File: config.mk
export PLATFORM = sky130hd
export DESIGN_NAME = ccb_exec
export DESIGN_NICKNAME = d
export VERILOG_FILES = /design/src/logic/ccb_pkg.sv /design/src/logic/ccb_exec.sv
export VERILOG_INCLUDE_DIRS = /design/src /design/src/logic
export SDC_FILE = /design/constraint.sdc
export NUM_CORES = 1
export LEC_CHECK = 0
export CELL_PAD_IN_SITES_DETAIL_PLACEMENT = 0
export CELL_PAD_IN_SITES_GLOBAL_PLACEMENT = 1
export CORE_MARGIN = 2
export CORE_UTILIZATION = 40
export CTS_BUF_LIST = sky130_fd_sc_hd__clkbuf_4
export CTS_CLUSTER_SIZE = 24
export DETAILED_ROUTE_END_ITERATION = 12
export DONT_BUFFER_PORTS = 1
export MAX_ROUTING_LAYER = met4
export PLACE_DENSITY_LB_ADDON = 0.1
export SLEW_MARGIN = 15
export SYNTH_ARGS = -nofsm -noshare
export SYNTH_HDL_FRONTEND = slang
export SYNTH_SLANG_ARGS = --single-unit
File: constraint.sdc
create_clock -name mclk -period 17.1 [get_ports mclk]
set_input_delay 3.42 -clock mclk [delete_from_list [all_inputs] [get_ports mclk]]
set_output_delay 3.42 -clock mclk [all_outputs]
set_load 0.01 [all_outputs]
File: src/logic/ccb_regs.svh
// Constants for the conditional branch and byte-operation execute block
// Notes on behaviour
// RQ1: Each operation reports issue, repeat and latency cycle counts.
// RQ2: Each flag is held, cleared, computed, or restored from a saved copy.
// RQ3: Codes 0000/1000 test overflow, 0001/1001 carry, 0010/1010 zero, set or clear.
// RQ4: 0011 carry or zero, 1011 neither; 0100 sign set, 1100 sign clear.
// RQ5: 0110/1110 sign xor overflow; 0111/1111 also or zero; 0101 always; 1101 saturation.
// RQ6: Taken branch adds sign-extended 9-bit displacement to pc, 2 cycles, flags held.
// RQ7: Untaken branch falls through in 1 cycle.
// RQ8: Conditional move picks first or second source by condition, 1 cycle, flags held.
// RQ9: Table call saves pc+2 and status, fetches table entry by 6-bit index, 4 cycles.
// RQ10: Word swap reverses byte order, 1 cycle, clears overflow, computes carry sign zero.
// RQ11: Halfword swap swaps bytes in each half, 1 cycle, same flag treatment.
// RQ12: Computed flags follow the result; unaffected flags keep their value.
// RQ13: Immediates and displacements sign-extend to 32 bits; the table-call index op_imm6 is zero-extended instead.
// RQ14: Add and compare update four flags; compare drops result; and clears overflow.
// RQ15: Call and debug returns restore pc and full status in 3 cycles.
`ifndef CCB_REGS_SVH
`define CCB_REGS_SVH
// ****************
// Status word bit positions
// ****************
`define CCB_PSW_Z    0
`define CCB_PSW_S    1
`define CCB_PSW_OV   2
`define CCB_PSW_CY   3
`define CCB_PSW_SAT  4
// ****************
// Cycle counts and program counter constants
// ****************
`define CCB_CYC_ONE      3'h1
`define CCB_CYC_BR_TAKEN 3'h2
`define CCB_CYC_RET      3'h3
`define CCB_CYC_CALL     3'h4
`define CCB_PC_STEP      32'h0000_0002
`define CCB_RESET_PC     32'h0000_0000
`endif

File: src/logic/ccb_pkg.sv
// Types for the conditional branch and byte-operation execute block
package ccb_pkg;
  typedef enum logic [3:0] {
    CCB_OP_NOP, CCB_OP_ADD, CCB_OP_CMP, CCB_OP_AND, CCB_OP_BCOND, CCB_OP_CONDITIONAL_MOVE,
    CCB_OP_BSW, CCB_OP_BSH, CCB_OP_TABLE_CALL, CCB_OP_TABLE_CALL_RETURN, CCB_OP_DEBUG_RETURN
  } ccb_op_t;
  typedef enum logic [1:0] {CCB_IDLE, CCB_BUSY, CCB_FETCH} ccb_state_t;
endpackage : ccb_pkg

File: src/logic/ccb_exec.sv
// Execute unit: condition codes, branch, move, swaps, table call and returns
`timescale 1ns/100ps
`include "ccb_regs.svh"
module ccb_exec
  import ccb_pkg::*;
(
  input  wire logic        mclk,
  input  wire logic        reset,
  input  wire logic        op_valid,
  input  wire ccb_op_t     op_code,
  input  wire logic [3:0]  op_cond,
  input  wire logic [31:0] op_src1,
  input  wire logic [31:0] op_src2,
  input  wire logic [4:0]  op_imm5,
  input  wire logic        op_use_imm,
  input  wire logic        op_subtract,
  input  wire logic [8:0]  op_disp9,
  input  wire logic [5:0]  op_imm6,
  input  wire logic [31:0] call_table_base,
  input  wire logic [31:0] debug_save_pc,
  input  wire logic [4:0]  debug_save_status,
  output logic             op_ready,
  output logic             table_rd_req,
  output logic [31:0]      table_rd_addr,
  input  wire logic        table_rd_valid,
  input  wire logic [31:0] table_rd_data,
  output logic             wb_valid,
  output logic [31:0]      wb_data,
  output logic [31:0]      pc,
  output logic [4:0]       program_status_word,
  output logic [31:0]      call_save_pc,
  output logic [4:0]       call_save_status,
  output logic [2:0]       issue_cycles,
  output logic [2:0]       repeat_cycles,
  output logic [2:0]       latency_cycles
);
  // ****************
  // State
  // ****************
  ccb_state_t  state_q, state_d;
  logic [2:0]  wait_q, wait_d;
  logic [31:0] pc_q, pc_d, csp_q, csp_d, wb_q, wb_d;
  logic [4:0]  psw_q, psw_d, css_q, css_d;
  logic        wbv_q, wbv_d;
  logic [2:0]  cyc_q, cyc_d;
  logic        cond_ok;
  logic [31:0] imm_ext, res;
  logic [32:0] sum;
  logic        fz, fs, fcy, fov;

  // RQ3 RQ4 RQ5 condition decode
  always_comb begin
    unique case (op_cond[2:0])
      3'h0: cond_ok = psw_q[`CCB_PSW_OV];
      3'h1: cond_ok = psw_q[`CCB_PSW_CY];
      3'h2: cond_ok = psw_q[`CCB_PSW_Z];
      3'h3: cond_ok = psw_q[`CCB_PSW_CY] | psw_q[`CCB_PSW_Z];
      3'h4: cond_ok = psw_q[`CCB_PSW_S];
      3'h5: cond_ok = 1'b1;
      3'h6: cond_ok = psw_q[`CCB_PSW_S] ^ psw_q[`CCB_PSW_OV];
      3'h7: cond_ok = (psw_q[`CCB_PSW_S] ^ psw_q[`CCB_PSW_OV]) | psw_q[`CCB_PSW_Z];
    endcase
    // Code 1101 is saturation, not the inverse of always
    if (op_cond == 4'hd) begin
      cond_ok = psw_q[`CCB_PSW_SAT];
    end else if (op_cond[3]) begin
      cond_ok = ~cond_ok;
    end
  end

  // RQ13 sign extension
  assign imm_ext = {{27{op_imm5[4]}}, op_imm5};

  // RQ14 arithmetic core
  always_comb begin
    logic [31:0] b;
    b   = op_use_imm ? imm_ext : op_src1;
    sum = op_subtract ? ({1'b0, op_src2} - {1'b0, b}) : ({1'b0, op_src2} + {1'b0, b});
    fcy = sum[32];
    fov = op_subtract ? ((op_src2[31] ^ b[31]) & (op_src2[31] ^ sum[31]))
                      : (~(op_src2[31] ^ b[31]) & (op_src2[31] ^ sum[31]));
    unique case (op_code)
      CCB_OP_AND: res = op_src2 & op_src1;
      // RQ10 word swap
      CCB_OP_BSW: res = {op_src2[7:0], op_src2[15:8], op_src2[23:16], op_src2[31:24]};
      // RQ11 halfword swap
      CCB_OP_BSH: res = {op_src2[23:16], op_src2[31:24], op_src2[7:0], op_src2[15:8]};
      default:    res = sum[31:0];
    endcase
    fz = (res == 32'h0000_0000);
    fs = res[31];
    // Swap carry: set when any result byte is zero for a word swap, or either byte of the low half for a halfword swap
    if (op_code == CCB_OP_BSW) begin
      fcy = (res[7:0] == 8'h00) | (res[15:8] == 8'h00) |
            (res[23:16] == 8'h00) | (res[31:24] == 8'h00);
    end else if (op_code == CCB_OP_BSH) begin
      fcy = (res[7:0] == 8'h00) | (res[15:8] == 8'h00);
    end
  end

  always_comb begin
    state_d = state_q;
    wait_d  = (wait_q != 3'h0) ? wait_q - 3'h1 : 3'h0;
    pc_d    = pc_q;
    psw_d   = psw_q;
    csp_d   = csp_q;
    css_d   = css_q;
    wb_d    = wb_q;
    wbv_d   = 1'b0;
    cyc_d   = cyc_q;
    unique case (state_q)
      CCB_IDLE: begin
        if (op_valid) begin
          // RQ1 default single-cycle timing
          cyc_d = `CCB_CYC_ONE;
          pc_d  = pc_q + `CCB_PC_STEP;
          unique case (op_code)
            CCB_OP_ADD, CCB_OP_CMP: begin
              // RQ2 RQ12 RQ14 four flags from result
              psw_d[`CCB_PSW_CY] = fcy;
              psw_d[`CCB_PSW_OV] = fov;
              psw_d[`CCB_PSW_S]  = fs;
              psw_d[`CCB_PSW_Z]  = fz;
              wbv_d = (op_code == CCB_OP_ADD);
              wb_d  = res;
            end
            CCB_OP_AND: begin
              // RQ14 clear overflow
              psw_d[`CCB_PSW_OV] = 1'b0;
              psw_d[`CCB_PSW_S]  = fs;
              psw_d[`CCB_PSW_Z]  = fz;
              wbv_d = 1'b1;
              wb_d  = res;
            end
            CCB_OP_BSW, CCB_OP_BSH: begin
              // RQ10 RQ11 swap flags
              psw_d[`CCB_PSW_CY] = fcy;
              psw_d[`CCB_PSW_OV] = 1'b0;
              psw_d[`CCB_PSW_S]  = fs;
              psw_d[`CCB_PSW_Z]  = fz;
              wbv_d = 1'b1;
              wb_d  = res;
            end
            CCB_OP_BCOND: begin
              if (cond_ok) begin
                // RQ6 RQ13 taken branch
                pc_d    = pc_q + {{23{op_disp9[8]}}, op_disp9};
                cyc_d   = `CCB_CYC_BR_TAKEN;
                state_d = CCB_BUSY;
                wait_d  = `CCB_CYC_BR_TAKEN - 3'h1;
              end
              // RQ7 fall through otherwise
            end
            CCB_OP_CONDITIONAL_MOVE: begin
              // RQ8 select by condition
              wbv_d = 1'b1;
              wb_d  = cond_ok ? (op_use_imm ? imm_ext : op_src1) : op_src2;
            end
            CCB_OP_TABLE_CALL: begin
              // RQ9 save and fetch
              csp_d   = pc_q + `CCB_PC_STEP;
              css_d   = psw_q;
              cyc_d   = `CCB_CYC_CALL;
              state_d = CCB_FETCH;
              wait_d  = `CCB_CYC_CALL - 3'h1;
            end
            CCB_OP_TABLE_CALL_RETURN, CCB_OP_DEBUG_RETURN: begin
              // RQ15 RQ2 restore
              pc_d    = (op_code == CCB_OP_TABLE_CALL_RETURN) ? csp_q : debug_save_pc;
              psw_d   = (op_code == CCB_OP_TABLE_CALL_RETURN) ? css_q : debug_save_status;
              cyc_d   = `CCB_CYC_RET;
              state_d = CCB_BUSY;
              wait_d  = `CCB_CYC_RET - 3'h1;
            end
            default: begin
            end
          endcase
        end
      end
      CCB_BUSY: begin
        if (wait_q == 3'h1) begin
          state_d = CCB_IDLE;
        end
      end
      CCB_FETCH: begin
        // Waits at least the documented count, longer if memory is slow
        wait_d = (wait_q > 3'h1) ? wait_q - 3'h1 : 3'h1;
        // The entry is a one-cycle pulse, so leave fetch on it and run out the count in busy
        if (table_rd_valid) begin
          pc_d    = call_table_base + table_rd_data;
          state_d = CCB_BUSY;
        end
      end
      default: state_d = CCB_IDLE;
    endcase
  end

  always_ff @(posedge mclk) begin
    if (reset) begin
      state_q <= CCB_IDLE;
      wait_q  <= 3'h0;
      pc_q    <= `CCB_RESET_PC;
      psw_q   <= 5'h00;
      csp_q   <= 32'h0000_0000;
      css_q   <= 5'h00;
      wb_q    <= 32'h0000_0000;
      wbv_q   <= 1'b0;
      cyc_q   <= `CCB_CYC_ONE;
    end else begin
      state_q <= state_d;
      wait_q  <= wait_d;
      pc_q    <= pc_d;
      psw_q   <= psw_d;
      csp_q   <= csp_d;
      css_q   <= css_d;
      wb_q    <= wb_d;
      wbv_q   <= wbv_d;
      cyc_q   <= cyc_d;
    end
  end

  // RQ9 table address, index scaled by two
  assign table_rd_req        = (state_q == CCB_FETCH);
  assign table_rd_addr       = call_table_base + {25'h0000000, op_imm6, 1'b0};
  assign op_ready            = (state_q == CCB_IDLE);
  assign wb_valid            = wbv_q;
  assign wb_data             = wb_q;
  assign pc                  = pc_q;
  assign program_status_word = psw_q;
  assign call_save_pc        = csp_q;
  assign call_save_status    = css_q;
  // RQ1 timing report
  assign issue_cycles        = cyc_q;
  assign repeat_cycles       = cyc_q;
  assign latency_cycles      = cyc_q;
endmodule : ccb_exec

# After elaboration in Yosys (flattened, before gate mapping)
# Cells that the tools add are included.
[totals]
ff_bits = 115
in_bits = 199
output_inout_bits = 150
elab_cells = 122
[op_classes]
n_addsub = 7
order_cmp = 1
eq_ne = 26
mux = 35
bitwise = 15
reduce_logical = 27
[ops]
columns = ["cell", "count"]
rows = [
  ["32-bit 2-to-1 mux", 6],
  ["32-bit case mux with 2 select lines", 3],
  ["32-bit case mux with 3 select lines", 1],
  ["32-bit adder", 2],
  ["32-bit by 32-bit adder with 33-bit output", 1],
  ["33-bit 2-to-1 mux", 1],
  ["32-bit by 32-bit subtractor with 33-bit output", 1],
  ["32-bit by 2-bit adder with 32-bit output (second input constant)", 1],
  ["32-bit by 7-bit adder with 32-bit output", 1],
  ["32-bit bitwise AND", 1],
  ["32-bit logical NOT", 1],
  ["8-bit logical NOT", 4],
  ["3-bit case mux with 3 select lines", 3],
  ["3-bit AND reduction", 6],
  ["4-bit by 3-bit equality test with 1-bit output (second input constant)", 4],
  ["4-bit equality test (second input constant)", 4],
  ["3-bit equality test (second input constant)", 4],
  ["3-bit 2-to-1 mux", 4],
  ["2-bit case mux with 3 select lines", 2],
  ["2-bit 2-to-1 mux", 5],
  ["4-bit by 2-bit equality test with 1-bit output (second input constant)", 2],
  ["1-bit case mux with 8 select lines", 1],
  ["4-bit OR reduction", 2],
  ["3-bit by 1-bit equality test with 1-bit output (second input constant)", 2],
  ["27 further kinds", 49],
]

# Depth between registers and ports, before layout
[logic_depth]
ltp_word = 10
mapped_depth = 24
depth_no_buf = 21

# Worst setup path after synthesis
# No wires, ideal clock.
[synth_timing]
path_type = "input-to-output"
from = "input op_imm6[0]"
to = "output table_rd_addr[29]"
arrival_time_ns = 5.511
required_time_ns = 13.680
path_slack_ns = 8.169
cell_stages = 14
path_buffers = 0
cell_sequence = "ha_1 inv_1 fa_1 inv_1 a21oi_1 o21bai_1 a21o_1 a21oi_1 nor2_1 and3_1 inv_1 nor2_1 nand4_1 xnor2_1"
[synth_between]
elab_chain_cells = 1
[synth_rtl]
columns = ["element", "line", "text"]
rows = [
  ["start, declared", "ccb_exec.sv:18", "input wire logic [5:0] op_imm6,"],
  ["32-bit by 7-bit adder with 32-bit output", "ccb_exec.sv:224", "assign table_rd_addr = call_table_base + {25'h0000000, op_imm6, 1'b0};"],
  ["end, declared", "ccb_exec.sv:24", "output logic [31:0] table_rd_addr,"],
]
# Every way passes these cells.

# Worst setup path after layout
# Ends and elaborated chain as after synthesis.

==> flow_summary_export.csv <==
group,metric,value,unit
outcome,status,"completed",
sta,max_freq,106,MHz
worst_setup_path,cp-end-kind,"primary output",
worst_setup_path,cp-start-kind,"input pin",
detailed_routing,antenna_left,0,
worst_hold_path,holdPathStages,2,
sta,rsz0062_at_grt,"no",
synthesis,ys_warn_count,0,
clock_tree,path_clk_slew,0.12,ns
synthesis,synth_nets,2296,
worst_setup_path,r2r_end,"pc[29]$_SDFFE_PP0P_",
finish,mostFrequentLayoutCell,"nor2_1",
grt,overflow,0,
detailed_routing,wl_per_cell,26.3,µm
grt,grtUsageTotal,0.339,
grt,grt_pass1_vias,14093,
die,ioPinCount,349,
sta,clock_skew,0.0256,ns
sta,fin_tns_setup,0,ns
die,initial_core_util,0.407,
worst_hold_path,hold_end,"wb_data[0]$_SDFFE_PP0P_",
worst_setup_path,worstPathArrival,6.05,ns
synthesis,synth-async-reset-ratio,0,
finish,nets,2223,
synthesis,ys_ff_latch,115,
finish,area_delta_synth_final,4.44,%
placement,dp_hpwl,48.3,mm
sta,finalSetupViolations,0,
clock_tree,cts-buffers-inserted,17,
clock_tree,cts-root-buf,"clkbuf_4",
finish,final_cell_mix,"nor2_1 (227), a21oi_1 (217), nand2_1 (194), dfxtp_1 (115), ha_1 (105)",
worst_setup_path,reg2reg_slack,12.65,ns
detailed_routing,avgViaCountPerCell,6.54,
flow_run,max_cap_violations,0,
power,ir_drop,0.0000428,V
worst_hold_path,min_from,"wb_data[0]$_SDFFE_PP0P_",
sta,drv_slew,0,
clock_tree,tritoncts,"built",
sta,period_needed,9.47,ns
synthesis,synth_flop_cell,"dfxtp_1",
sta,worstMarginPinSlew,1.07,ns
power,total_power,1.07,mW
clock_tree,cts_sinks,115,
die,dieHeight,192,µm
clock_tree,clockBufferDepth,2,
die,die_w,192,µm
clock_tree,cts_hold_buf,0,
synthesis,synth_edf_count,0,
grt,grt_max_degree,118,
die,core_area,0.0346,mm²
synthesis,syn_inst,1988,
clock_tree,clock_latency,0.57,ns
sta,hold_viol,0,
power,p_per_area,72.9,mW/mm²
detailed_routing,drt-initial-drc-count,1799,
clock_tree,postCtsSetupBuffers,0,
sta,fin_crit_sh,0.554,
worst_hold_path,hold_class,"reg2reg",
placement,gpl.final_weighted_congestion,1.05,
synthesis,synth_area,0.0141,mm²
finish,fillers,3637,
detailed_routing,routed_wl,62.7,mm
clock_tree,post_cts_resized,0,
detailed_routing,vias,15582,
detailed_routing,dr.pass1.iters,6,
worst_setup_path,cp.required,13.68,ns
sta,relSlewSlack,0.277,
die,die_area,0.0368,mm²
power,p_leak,5.44,nW
grt,antenna_found_initial,1,
synthesis,yosysUniqueCellTypes,90,
synthesis,yosysSeqAreaShare,0.163,
worst_setup_path,critPathKind,"in2out",
die,num_rows,68,
worst_setup_path,cp_max_fo,5,
finish,layout-drive-gt1-share,0.0513,
worst_setup_path,r2r-start,"pc[1]$_SDFFE_PP0P_",
grt,grt_pass1_wl,91.3,mm
synthesis,avgSynthCellArea,7.09,µm²
clock_tree,h-tree-depth,4,
placement,io_buffers,0,
worst_setup_path,ff2ff_path_depth,11,
detailed_routing,drc,0,
==> worst max-delay path by stage <==
stage / start / to / slack (ns)
2_1_floorplan: op_imm6[0] / table_rd_addr[29] / 8.17
3_3_place_gp: op_imm6[0] / table_rd_addr[29] / 7.61
5_1_grt: op_imm6[0] / table_rd_addr[29] / 7.37
3_5_place_dp: op_imm6[0] / table_rd_addr[29] / 7.59
6_report: op_imm6[0] / table_rd_addr[29] / 7.63
4_1_cts: op_imm6[0] / table_rd_addr[29] / 7.58
==> through the flow <==
stage	hold slack (ns)	instances	worst slack (ns)	instance area (µm²)	util
after floorplan	0.476	1988	8.17	14100	-
after global placement	0.486	2351	7.61	14400	0.415
after detailed placement	0.494	2351	7.59	14400	0.415
after CTS	0.513	2383	7.58	14700	0.425
after global routing	0.539	2384	7.37	14700	0.425
final	0.511	2384	7.63	14700	0.425
==> power by group <==
group,internal [mW],switching (mW)
Combinational,0.189,0.308
Clock,0.134,0.123
Sequential,0.286,0.0334
==> synthesized netlist by cell type (47+ instances only) <==
library cell | n | area [µm²]
o21ai_0 | 100 | 500
nor2_1 | 229 | 860
nor3_1 | 67 | 335
ha_1 | 105 | 1310
nand2_1 | 194 | 728
dfxtp_1 | 115 | 2300
a21oi_1 | 217 | 1090
nand3_1 | 55 | 275
inv_1 | 47 | 176
a211oi_1 | 84 | 631
clkbuf_1 | 87 | 327
xor2_1 | 64 | 561
xnor2_1 | 97 | 850
==> final cells by class <==
type	count	area [µm²]	share of cell area
antenna	1	2.50	0.000170
clock buffer	19	143	0.00969
clock inverter	13	208	0.0141
inverter	49	184	0.0125
multi-input combinational	1710	11100	0.757
sequential	115	2300	0.156
tap	455	569	0.0387
timing repair buffer	22	165	0.0112
==> state kept, by name, summed over array words and instances, names as in the netlist <==
signal / cells
call_save_pc: 32
call_save_status: 5
issue_cycles: 3
pc: 32
program_status_word: 5
state_q: 2
wait_q: 3
wb_data: 32
wb_valid: 1
==> layer usage <==
| metal | up-vias | GRT usage | share of wire |
|---|---|---|---|
| met2 | 830 | 0.475 | 0.41 |
| met1 | 7396 | 0.490 | 0.46 |
| met5 | - | - | 0 |
| met3 | 111 | 0.0755 | 0.11 |
| met4 | 0 | 0.0695 | 0.021 |
| li1 | 7245 | - | - |
==> cell families after synthesis <==
group,share of synthesized area
buf+inv,0.0494
xor+xnor,0.101
mux,0.0331
flops,0.163
fa+ha+maj,0.0989
compound gates,0.326
simple gates,0.228
==> worst max-delay path, stage by stage <==
cell and delay (ns):
ha_1 0.15, inv_1 0.06, fa_1 0.39, inv_1 0.07
a21oi_1 0.07, o21bai_1 0.23, a21o_1 0.17, a21oi_1 0.15
nor2_1 0.32, and3_1 0.31, inv_1 0.06, nor2_1 0.22
nand4_1 0.16, xnor2_1 0.28
Power figures use the tool's default switching activity.
